<file path="config.mk">
export PLATFORM = sky130hd
export DESIGN_NAME = seq_stop_ctrl
export DESIGN_NICKNAME = d
export VERILOG_FILES = /design/src/seq_stop_pkg.sv /design/src/seq_stop_ctrl.sv /design/src/cmd_fetch_dma.sv /design/src/work_reg_guard.sv
export SDC_FILE = /design/constraint.sdc
export NUM_CORES = 1
export LEC_CHECK = 0
export BUFFER_PORTS_ARGS = -buffer_cell sky130_fd_sc_hd__buf_2
export CORE_MARGIN = 5
export CORE_UTILIZATION = 36
export CTS_CLUSTER_SIZE = 20
export DETAILED_ROUTE_END_ITERATION = 6
export PLACE_DENSITY = 0.62
export SETUP_SLACK_MARGIN = 0.2
export SLEW_MARGIN = 20
export SYNTH_ARGS = -nofsm -noshare
export SYNTH_HDL_FRONTEND = slang
export SYNTH_HIERARCHICAL = 1
export SYNTH_SLANG_ARGS = --single-unit
</file>
<file path="constraint.sdc">
create_clock -name crossbar_clock_i -period 1.5 [get_ports crossbar_clock_i]
set_input_delay 0.225 -clock crossbar_clock_i [delete_from_list [all_inputs] [get_ports crossbar_clock_i]]
set_output_delay 0.225 -clock crossbar_clock_i [all_outputs]
set_load 0.02 [all_outputs]
</file>
<file path="src/seq_stop_pkg.sv">
// package: states, constants and carrier structs of the sequencer stop control
package seq_stop_pkg;

  // instruction groups and fetch bursts
  localparam int unsigned INSTR_BITS      = 128;
  localparam int unsigned GROUP_INSTRS    = 16;
  localparam int unsigned BEAT_BITS       = 64;
  localparam int unsigned BURST_BEATS     = 16;
  localparam int unsigned BURSTS_PER_GRP  = (INSTR_BITS * GROUP_INSTRS) / (BEAT_BITS * BURST_BEATS);
  localparam int unsigned BEAT_CNT_W      = $clog2(BURST_BEATS);
  localparam int unsigned BURST_CNT_W     = 1;
  localparam int unsigned SLOT_CNT_W      = $clog2(GROUP_INSTRS);
  localparam logic [BEAT_CNT_W-1:0]  BEAT_LAST  = BEAT_CNT_W'(BURST_BEATS - 1);
  localparam logic [BURST_CNT_W-1:0] BURST_LAST = BURST_CNT_W'(BURSTS_PER_GRP - 1);
  localparam logic [SLOT_CNT_W-1:0]  SLOT_LAST  = SLOT_CNT_W'(GROUP_INSTRS - 1);
  localparam logic [SLOT_CNT_W-1:0]  SLOT_ZERO  = 4'h0;
  localparam logic [BEAT_CNT_W-1:0]  BEAT_ZERO  = 4'h0;
  localparam logic [BURST_CNT_W-1:0] BURST_ZERO = 1'h0;

  // instruction opcode field holding the stop command
  localparam int unsigned OPC_MSB  = 127;
  localparam int unsigned OPC_LSB  = 120;
  localparam logic [7:0]  OPC_STOP = 8'h00;

  localparam logic FLAG_SET   = 1'b1;
  localparam logic FLAG_CLEAR = 1'b0;

  typedef enum logic [2:0] {
    ST_START,
    ST_RUN,
    ST_STOP,
    ST_ASYNC_HALT
  } seq_state_t;

  // software control strobes
  typedef struct packed {
    logic go;
    logic stop_req;
    logic async_halt_req;
    logic stop_seen_w1c;
    logic async_halt_seen_w1c;
  } seq_ctrl_t;

  // status seen by software
  typedef struct packed {
    logic       stop_seen_flag;
    logic       async_halt_seen_flag;
    logic       fetch_active;
    seq_state_t state;
  } seq_status_t;

  // work-register bus request from the peripheral bridge
  typedef struct packed {
    logic        req;
    logic        write;
    logic [7:0]  addr;
    logic [31:0] wdata;
  } work_req_t;

endpackage

</file>
<file path="src/seq_stop_ctrl.sv">
// sequencer stop and restart control: state machine, soft reset, status flags, irq
`timescale 1ns/10ps

// Summary of operation
// stop instruction: run to stop for exactly one cycle, then start; code holds stop until fetch-active is low
// soft reset pulses one cycle on stop-to-start, after all fetches finish
// stop request bit goes via stop; async halt request via async halt state
// interrupt raised when the stop-seen flag becomes set
// stop-seen set after passing stop state; separate flag for async halt
// stop-seen flag clears when software writes one to it
// fetch-active reads zero only when all instruction fetches completed
// fetch groups of sixteen 128-bit instructions; up to fifteen follow a stop; code fetches a whole next group of sixteen after a stop in the last slot
// each group fetched as two incr16 bursts of 64-bit beats
// sample dma pre-empts fetch between bursts only during acquisition
// status accesses always acknowledged, even in the soft-reset cycle
// software should use the interrupt, not polling, on completion
// polling software checks stop-seen, clears it, checks fetch-active idle
// every work-register access is acknowledged, held over the soft reset
module seq_stop_ctrl (
  // clock and reset
  input  wire logic                 crossbar_clock_i,
  input  wire logic                 reset_n_i,
  // software control and status
  input  seq_stop_pkg::seq_ctrl_t   ctrl_i,
  output seq_stop_pkg::seq_status_t status_o,
  output logic                      irq_o,
  // status register access
  input  wire logic                 status_req_i,
  output logic                      status_ack_o,
  // work register access
  input  seq_stop_pkg::work_req_t   work_req_i,
  output logic                      work_ack_o,
  output logic [31:0]               work_rdata_o,
  // crossbar fetch port
  output logic                      burst_req_o,
  input  wire logic                 burst_grant_i,
  input  wire logic                 beat_valid_i,
  input  wire logic [63:0]          beat_data_i,
  input  wire logic                 sample_dma_req_i,
  input  wire logic                 acq_active_i,
  // engine view
  output logic                      soft_reset_o,
  output logic                      instr_valid_o,
  output logic [127:0]              instr_o
);
  import seq_stop_pkg::*;

  // ****************************************************************
  // fetch engine
  // ****************************************************************
  logic        dma_busy;
  logic        beat_take;
  logic [63:0] beat_data;
  logic        fetch_start;

  cmd_fetch_dma u_fetch (
    .crossbar_clock_i        (crossbar_clock_i),
    .reset_n_i        (reset_n_i),
    .fetch_start_i    (fetch_start),
    .acq_active_i     (acq_active_i),
    .burst_req_o      (burst_req_o),
    .burst_grant_i    (burst_grant_i),
    .beat_valid_i     (beat_valid_i),
    .beat_data_i      (beat_data_i),
    .sample_dma_req_i (sample_dma_req_i),
    .busy_o           (dma_busy),
    .beat_take_o      (beat_take),
    .beat_data_o      (beat_data)
  );

  // ****************************************************************
  // instruction assembly: two beats make one instruction
  // ****************************************************************
  logic                  half_reg, half_next;
  logic [63:0]           low_reg, low_next;
  logic                  ivalid_reg, ivalid_next;
  logic [127:0]          instr_reg, instr_next;
  logic [SLOT_CNT_W-1:0] slot_reg, slot_next;

  always_comb begin
    half_next   = half_reg;
    low_next    = low_reg;
    ivalid_next = 1'b0;
    instr_next  = instr_reg;
    slot_next   = slot_reg;
    if (beat_take) begin
      half_next = ~half_reg;
      if (!half_reg) begin
        low_next = beat_data;
      end else begin
        ivalid_next = 1'b1;
        instr_next  = {beat_data, low_reg};
        slot_next   = (slot_reg == SLOT_LAST) ? SLOT_ZERO : slot_reg + 1'b1;
      end
    end
  end

  always_ff @(posedge crossbar_clock_i or negedge reset_n_i) begin
    if (!reset_n_i) begin
      half_reg   <= 1'b0;
      low_reg    <= 64'h0000_0000_0000_0000;
      ivalid_reg <= 1'b0;
      instr_reg  <= 128'h0000_0000_0000_0000_0000_0000_0000_0000;
      slot_reg   <= SLOT_ZERO;
    end else begin
      half_reg   <= half_next;
      low_reg    <= low_next;
      ivalid_reg <= ivalid_next;
      instr_reg  <= instr_next;
      slot_reg   <= slot_next;
    end
  end

  assign instr_valid_o = ivalid_reg;
  assign instr_o       = instr_reg;

  // ****************************************************************
  // sequencer state machine
  // ****************************************************************
  seq_state_t state_reg, state_next;
  logic       stop_instr;
  logic       skip_reg, skip_next;
  logic       soft_rst_reg, soft_rst_next;

  function automatic logic is_stop(input logic [127:0] ins);
    return ins[OPC_MSB:OPC_LSB] == OPC_STOP;
  endfunction

  // stop opcodes in instructions already fetched behind a stop are ignored
  assign stop_instr  = ivalid_reg & is_stop(instr_reg) & ~skip_reg;
  assign fetch_start = (state_reg == ST_RUN) & ~dma_busy & ~skip_reg;

  always_comb begin
    state_next    = state_reg;
    soft_rst_next = 1'b0;
    skip_next     = skip_reg;
    unique case (state_reg)
      ST_START: begin
        skip_next = 1'b0;
        if (ctrl_i.go) begin
          state_next = ST_RUN;
        end
      end
      ST_RUN: begin
        if (ctrl_i.async_halt_req) begin
          state_next = ST_ASYNC_HALT;
          skip_next  = 1'b1;
        end else if (stop_instr || ctrl_i.stop_req) begin
          state_next = ST_STOP;
          skip_next  = 1'b1;
        end
      end
      ST_STOP, ST_ASYNC_HALT: begin
        // leave after one cycle unless fetches remain; soft reset marks the exit
        if (!dma_busy) begin
          state_next    = ST_START;
          soft_rst_next = 1'b1;
        end
      end
      default: begin
        state_next = ST_START;
      end
    endcase
  end

  always_ff @(posedge crossbar_clock_i or negedge reset_n_i) begin
    if (!reset_n_i) begin
      state_reg    <= ST_START;
      soft_rst_reg <= 1'b0;
      skip_reg     <= 1'b0;
    end else begin
      state_reg    <= state_next;
      soft_rst_reg <= soft_rst_next;
      skip_reg     <= skip_next;
    end
  end

  assign soft_reset_o = soft_rst_reg;

  // ****************************************************************
  // status flags and interrupt
  // ****************************************************************
  logic stop_seen_reg, stop_seen_next;
  logic ahalt_seen_reg, ahalt_seen_next;
  logic irq_reg, irq_next;

  always_comb begin
    stop_seen_next  = stop_seen_reg;
    ahalt_seen_next = ahalt_seen_reg;
    // set wins over a clear in the same cycle
    if (ctrl_i.stop_seen_w1c) begin
      stop_seen_next = FLAG_CLEAR;
    end
    if (state_reg == ST_STOP) begin
      stop_seen_next = FLAG_SET;
    end
    if (ctrl_i.async_halt_seen_w1c) begin
      ahalt_seen_next = FLAG_CLEAR;
    end
    if (state_reg == ST_ASYNC_HALT) begin
      ahalt_seen_next = FLAG_SET;
    end
    irq_next = stop_seen_next & ~stop_seen_reg;
  end

  always_ff @(posedge crossbar_clock_i or negedge reset_n_i) begin
    if (!reset_n_i) begin
      stop_seen_reg  <= FLAG_CLEAR;
      ahalt_seen_reg <= FLAG_CLEAR;
      irq_reg        <= 1'b0;
    end else begin
      stop_seen_reg  <= stop_seen_next;
      ahalt_seen_reg <= ahalt_seen_next;
      irq_reg        <= irq_next;
    end
  end

  assign irq_o                         = irq_reg;
  assign status_o.stop_seen_flag       = stop_seen_reg;
  assign status_o.async_halt_seen_flag = ahalt_seen_reg;
  assign status_o.fetch_active         = dma_busy;
  assign status_o.state                = state_reg;

  // ****************************************************************
  // bus access
  // ****************************************************************
  // status reads never wait, soft reset or not
  assign status_ack_o = status_req_i;

  work_reg_guard u_guard (
    .crossbar_clock_i    (crossbar_clock_i),
    .reset_n_i    (reset_n_i),
    .req_i        (work_req_i),
    .ack_o        (work_ack_o),
    .rdata_o      (work_rdata_o),
    .soft_reset_i (soft_rst_reg)
  );

endmodule

</file>
<file path="src/cmd_fetch_dma.sv">
// command-fetch dma: one group of 16 instructions as two incr16 bursts of 64-bit beats
`timescale 1ns/10ps
module cmd_fetch_dma (
  // clock and reset
  input  wire logic        crossbar_clock_i,
  input  wire logic        reset_n_i,
  // control
  input  wire logic        fetch_start_i,
  input  wire logic        acq_active_i,
  // crossbar side
  output logic             burst_req_o,
  input  wire logic        burst_grant_i,
  input  wire logic        beat_valid_i,
  input  wire logic [63:0] beat_data_i,
  input  wire logic        sample_dma_req_i,
  // status
  output logic             busy_o,
  output logic             beat_take_o,
  output logic [63:0]      beat_data_o
);
  import seq_stop_pkg::*;

  logic                   busy_reg, busy_next;
  logic                   inburst_reg, inburst_next;
  logic [BEAT_CNT_W-1:0]  beat_reg, beat_next;
  logic [BURST_CNT_W-1:0] burst_reg, burst_next;
  logic [63:0]            data_reg, data_next;
  logic                   take_reg, take_next;
  logic                   yield;

  // sample dma may take the crossbar only between bursts, and only during acquisition
  assign yield = acq_active_i & sample_dma_req_i;
  assign burst_req_o = busy_reg & ~inburst_reg & ~yield;

  always_comb begin
    busy_next    = busy_reg;
    inburst_next = inburst_reg;
    beat_next    = beat_reg;
    burst_next   = burst_reg;
    data_next    = data_reg;
    take_next    = 1'b0;
    if (!busy_reg) begin
      if (fetch_start_i) begin
        busy_next  = 1'b1;
        burst_next = BURST_ZERO;
        beat_next  = BEAT_ZERO;
      end
    end else if (!inburst_reg) begin
      if (burst_req_o && burst_grant_i) begin
        inburst_next = 1'b1;
      end
    end else if (beat_valid_i) begin
      take_next = 1'b1;
      data_next = beat_data_i;
      beat_next = beat_reg + 1'b1;
      if (beat_reg == BEAT_LAST) begin
        inburst_next = 1'b0;
        beat_next    = BEAT_ZERO;
        burst_next   = burst_reg + 1'b1;
        if (burst_reg == BURST_LAST) begin
          busy_next = 1'b0;
        end
      end
    end
  end

  always_ff @(posedge crossbar_clock_i or negedge reset_n_i) begin
    if (!reset_n_i) begin
      busy_reg    <= 1'b0;
      inburst_reg <= 1'b0;
      beat_reg    <= BEAT_ZERO;
      burst_reg   <= BURST_ZERO;
      data_reg    <= 64'h0000_0000_0000_0000;
      take_reg    <= 1'b0;
    end else begin
      busy_reg    <= busy_next;
      inburst_reg <= inburst_next;
      beat_reg    <= beat_next;
      burst_reg   <= burst_next;
      data_reg    <= data_next;
      take_reg    <= take_next;
    end
  end

  assign busy_o      = busy_reg;
  assign beat_take_o = take_reg;
  assign beat_data_o = data_reg;

endmodule

</file>
<file path="src/work_reg_guard.sv">
// work-register access guard: holds an access across the soft-reset pulse, then acknowledges
`timescale 1ns/10ps
module work_reg_guard (
  // clock and reset
  input  wire logic           crossbar_clock_i,
  input  wire logic           reset_n_i,
  // peripheral bus
  input  seq_stop_pkg::work_req_t req_i,
  output logic                ack_o,
  output logic [31:0]         rdata_o,
  // soft reset
  input  wire logic           soft_reset_i
);
  import seq_stop_pkg::*;

  localparam int unsigned NREG = 4;

  logic [31:0] regs_reg [NREG];
  logic [31:0] regs_next [NREG];
  logic        ack_reg, ack_next;
  logic [31:0] rdata_reg, rdata_next;
  logic [1:0]  idx;

  assign idx = req_i.addr[3:2];

  always_comb begin
    for (int i = 0; i < NREG; i++) begin
      regs_next[i] = soft_reset_i ? 32'h0000_0000 : regs_reg[i];
    end
    ack_next   = 1'b0;
    rdata_next = rdata_reg;
    // an access meeting the soft-reset cycle waits one cycle instead of being lost
    if (req_i.req && !ack_reg && !soft_reset_i) begin
      ack_next = 1'b1;
      if (req_i.write) begin
        regs_next[idx] = req_i.wdata;
      end else begin
        rdata_next = regs_reg[idx];
      end
    end
  end

  always_ff @(posedge crossbar_clock_i or negedge reset_n_i) begin
    if (!reset_n_i) begin
      for (int i = 0; i < NREG; i++) begin
        regs_reg[i] <= 32'h0000_0000;
      end
      ack_reg   <= 1'b0;
      rdata_reg <= 32'h0000_0000;
    end else begin
      regs_reg  <= regs_next;
      ack_reg   <= ack_next;
      rdata_reg <= rdata_next;
    end
  end

  assign ack_o   = ack_reg;
  assign rdata_o = rdata_reg;

endmodule

</file>
==> results summary <==
The run finished, with violations left. The checks that failed: setup timing. The layout cell share with drive strength beyond 1 is 56.5%. The number of flip-flops and latches in the synthesized netlist came out at 434.

Among all flip-flop cells after synthesis, the most frequent one is sky130_fd_sc_hd__dfrtp_1. The wire-length estimate of the detail-placed layout is 28300 um. The DRC marker count from the first detailed-route iteration is 709. The number of flops mapped to enable cells by yosys is 0. The startpoint identified for the worst hold timing path is ctrl_i[4]. The reg2reg setup slack is -0.30 ns.

The total via count after detailed routing is 12100. In this run the clock root is driven by a sky130_fd_sc_hd__clkbuf_16. The cell area power density is 2170 nW/um^2. The worst register-to-register path begins at soft_reset_o.

In this run the critical register-to-register path is captured at u_guard/regs_reg[10]. The commonest cells after synthesis are 434 x sky130_fd_sc_hd__dfrtp_1, 350 x sky130_fd_sc_hd__mux2_2, 197 x sky130_fd_sc_hd__nand2_1, 129 x sky130_fd_sc_hd__nor2b_1, 32 x sky130_fd_sc_hd__mux4_2. The routability congestion estimate is 0.766. The final critical-path share of the clock period is 120%. The worst ir drop on vdd is 1430 uV. The area of the core is 49200 sq um. The total clock buffers created by CTS came out at 49.

The via-per-instance ratio came out at 4.81. Summed over all failing endpoints, the final setup total negative slack is -41.11 ns. The worst setup path is captured at a register. The number of cells on the worst hold path is 4. The number of buffer cells added on primary ports came out at 280.

The worst register-to-register path has a depth of 7. The number of warnings reported in the yosys synthesis log came out at 6. The number of hold-slack violations in the final timing report is 0. The post-synthesis compound-gate area fraction came out at 0.606%. The share of flip-flops with an asynchronous set or reset came out at 100%.

The source-to-sink clock delay at the later pin of the worst-skew pair is 0.59 ns. The routed design could run at a clock period as short as 1.80 ns. The floorplan die height is 233 um. The fmax came out at 0.554 GHz. The pre-antenna-repair detailed-routing pass consisted of 4 iterations. The mean routed wirelength per cell came out at 21.1 um. The final net count is 1931. The adder-cell share of the synthesized area is 0.0696%. After synthesis, the cell types taking the most area are sky130_fd_sc_hd__dfrtp_1 60%, sky130_fd_sc_hd__mux2_2 22%, sky130_fd_sc_hd__nor2b_1 4.5%. Setup repair after global routing could not meet its margin everywhere. The final worst hold slack came out at 0.00529 ns. The count of nets left with antenna violations after detail routing is 0. Of all nets on the critical path, the largest fanout is 6. The data required time at the worst endpoint is 1.95 ns. The biggest area contributor in the post-synthesis netlist is sky130_fd_sc_hd__dfrtp_1. The total placed cells including tap cells is 2210. The final number of max-transition violations is 0.

The number of global-route vias before repair came to 13400. The top cell type by area accounts for 60.4% of the synthesized area. The worst hold path terminates at state_reg[0]. The I/O pin total is 290. TritonCTS built the clock tree. The clock tree skew after final layout came out at 0.0245 ns. The total wirelength of the detailed-routed design came out at 53100 um. The floorplan die area came out at 54500 sq um. The clock-pin slew on the worst setup and hold paths came out at 0.06 ns. The number of max-cap violations came out at 0. The pin count of the biggest net entering global routing came out at 60. The width of the die is 233 um.

A synthesized cell averages 14.1 sq um. The share of synthesized area occupied by flip-flops and latches is 60.4%. Compared with the post-synthesis result, the final layout area differs by 48.7%. Summing the areas of all and, or, nand and nor instances in the mapped netlist gives 9.75% of the synthesized area.

The data arrival time of the critical path came out at 2.25 ns. The path class of the tightest hold or removal check is in2reg. The setup slack of the critical path after layout is -0.305 ns. The final instance area is 26700 sq um. The initial cell density of the core is 36.6%. The leakage power figure is 0.0129 uW.

The class of the most critical setup path is reg2reg. The net count after synthesis is 1398. The number of distinct library cells after synthesis came out at 39.

No sink is reached through more buffers than the 3 on the longest clock path. In this run the cell area measured after placement is 20500 sq um. The type of element launching the critical path is a register. Global routing finished with a remaining overflow of 0. After synthesis the cells add up to 18000 sq um. The count of placed standard cells in the final layout, fillers left out came out at 2517. The dominant combinational cell family by area after synthesis is multiplexers.

The number of failing setup endpoints in the final timing report came out at 229. The multiplexer share of the synthesized area came out at 26.1%. sky130_fd_sc_hd__dfrtp_1 is the most common cell in the netlist. The area share of xor/xnor cells in the synthesized design is 0.0487%. The number of antenna violations at the first check in global routing came out at 1. The depth of the CTS H-tree is 2. Clock tree synthesis found a total of 434 sinks.

After detailed routing, the number of remaining DRC violations is 0. The gate count after technology mapping is 1279. After floorplanning, the core was divided into 81 placement rows.

The global router's overall resource usage is 17.9%. The first-pass GRT wire length is 76600 um.
## cell usage in the layout (no fill, tap or decap), types with 43 or more instances in the layout
| cell | Yosys | routed |
|---|---|---|
| sky130_fd_sc_hd__nand2_1 | 197 | 102 |
| sky130_fd_sc_hd__dlygate4sd3_1 | 0 | 103 |
| sky130_fd_sc_hd__mux2_4 | 0 | 137 |
| sky130_fd_sc_hd__buf_12 | 0 | 43 |
| sky130_fd_sc_hd__buf_6 | 20 | 85 |
| sky130_fd_sc_hd__nor2b_1 | 129 | 128 |
| sky130_fd_sc_hd__clkbuf_16 | 0 | 66 |
| sky130_fd_sc_hd__mux2_2 | 350 | 214 |
| sky130_fd_sc_hd__buf_2 | 22 | 226 |
| sky130_fd_sc_hd__nand2_2 | 1 | 70 |
| sky130_fd_sc_hd__buf_4 | 11 | 50 |
| sky130_fd_sc_hd__dfrtp_1 | 434 | 429 |
## per-stage QoR
| step | worst slack [ns] | total power, uW | utilization [%] |
|---|---|---|---|
| 6_report | -0.305 | 58100 | 54.4 |
| 5_1_grt | -0.342 | 61100 | 54.4 |
| 4_1_cts | -0.277 | 54900 | 51.3 |
| 3_5_place_dp | -0.240 | 37900 | 41.8 |
| 3_3_place_gp | -0.231 | 37200 | 41.8 |
| 2_1_floorplan | -0.217 | 32200 | - |
## repair_timing
| action | in CTS | in global routing |
|---|---|---|
| pin swaps | 27 | 44 |
| cloned | 24 | 23 |
| hold buffers | 103 | 0 |
| setup buffers | 48 | 17 |
| endpoints found under the setup margin | 547 | 599 |
| resized for setup | 261 | 246 |
| hold endpoints to repair | 533 | 0 |
## worst max-delay path by stage
stage               cells past startpoint                     to  slack, ns                 from
floorplan                               4  u_guard/regs_reg[107]      -0.22         soft_reset_o
global placement                        4  u_guard/regs_reg[113]      -0.23         soft_reset_o
detailed placement                      4  u_guard/regs_reg[118]      -0.24         soft_reset_o
CTS                                     2            burst_req_o      -0.28  u_fetch/inburst_reg
global route                            7   u_guard/regs_reg[10]      -0.34         soft_reset_o
finish                                  7   u_guard/regs_reg[10]      -0.30         soft_reset_o
## power by group
group | internal [uW] | total (uW) | switching [uW]
clock | 7590 | 12600 | 4970
sequential | 17300 | 20800 | 3500
combinational | 14000 | 24700 | 10700
## layout make-up
type,instances,area (sq um)
fillers,3832,22400
flip-flops and latches,434,10900
multi-input cells,762,7640
repair buffers,558,5610
clock buffers,72,1440
well taps,664,831
clock inverters,19,268
inverters,6,56.3
repair inverters,1,11.3
diodes,1,2.50
## layer usage
metal | GRT usage [%] | wire length (um) | vias to the layer above
met5 | 0 | 0 | -
met4 | 5.38 | 1270 | 0
met3 | 4.92 | 3290 | 77
met2 | 31.0 | 27000 | 320
met1 | 21.9 | 21500 | 6257
li1 | - | - | 5463
## cell families after synthesis
logic type / after synthesis
buffers and inverters: 83
muxes: 385
adders and majority gates: 1
other: 1
DFF: 434
xor gates and xnor gates: 1
and+or+nand+nor: 359
AOI/OAI and AO/OA: 15
## critical path, stage by stage, from the launching register on
cell and delay [ns]:
sky130_fd_sc_hd__dfrtp_4 0.46, sky130_fd_sc_hd__and4bb_1 0.27, sky130_fd_sc_hd__buf_4 0.12, sky130_fd_sc_hd__buf_6 0.09
sky130_fd_sc_hd__buf_6 0.09, sky130_fd_sc_hd__nand3_4 0.15, sky130_fd_sc_hd__clkbuf_16 0.24, sky130_fd_sc_hd__mux2_2 0.27
Power figures use the tool's default switching activity.
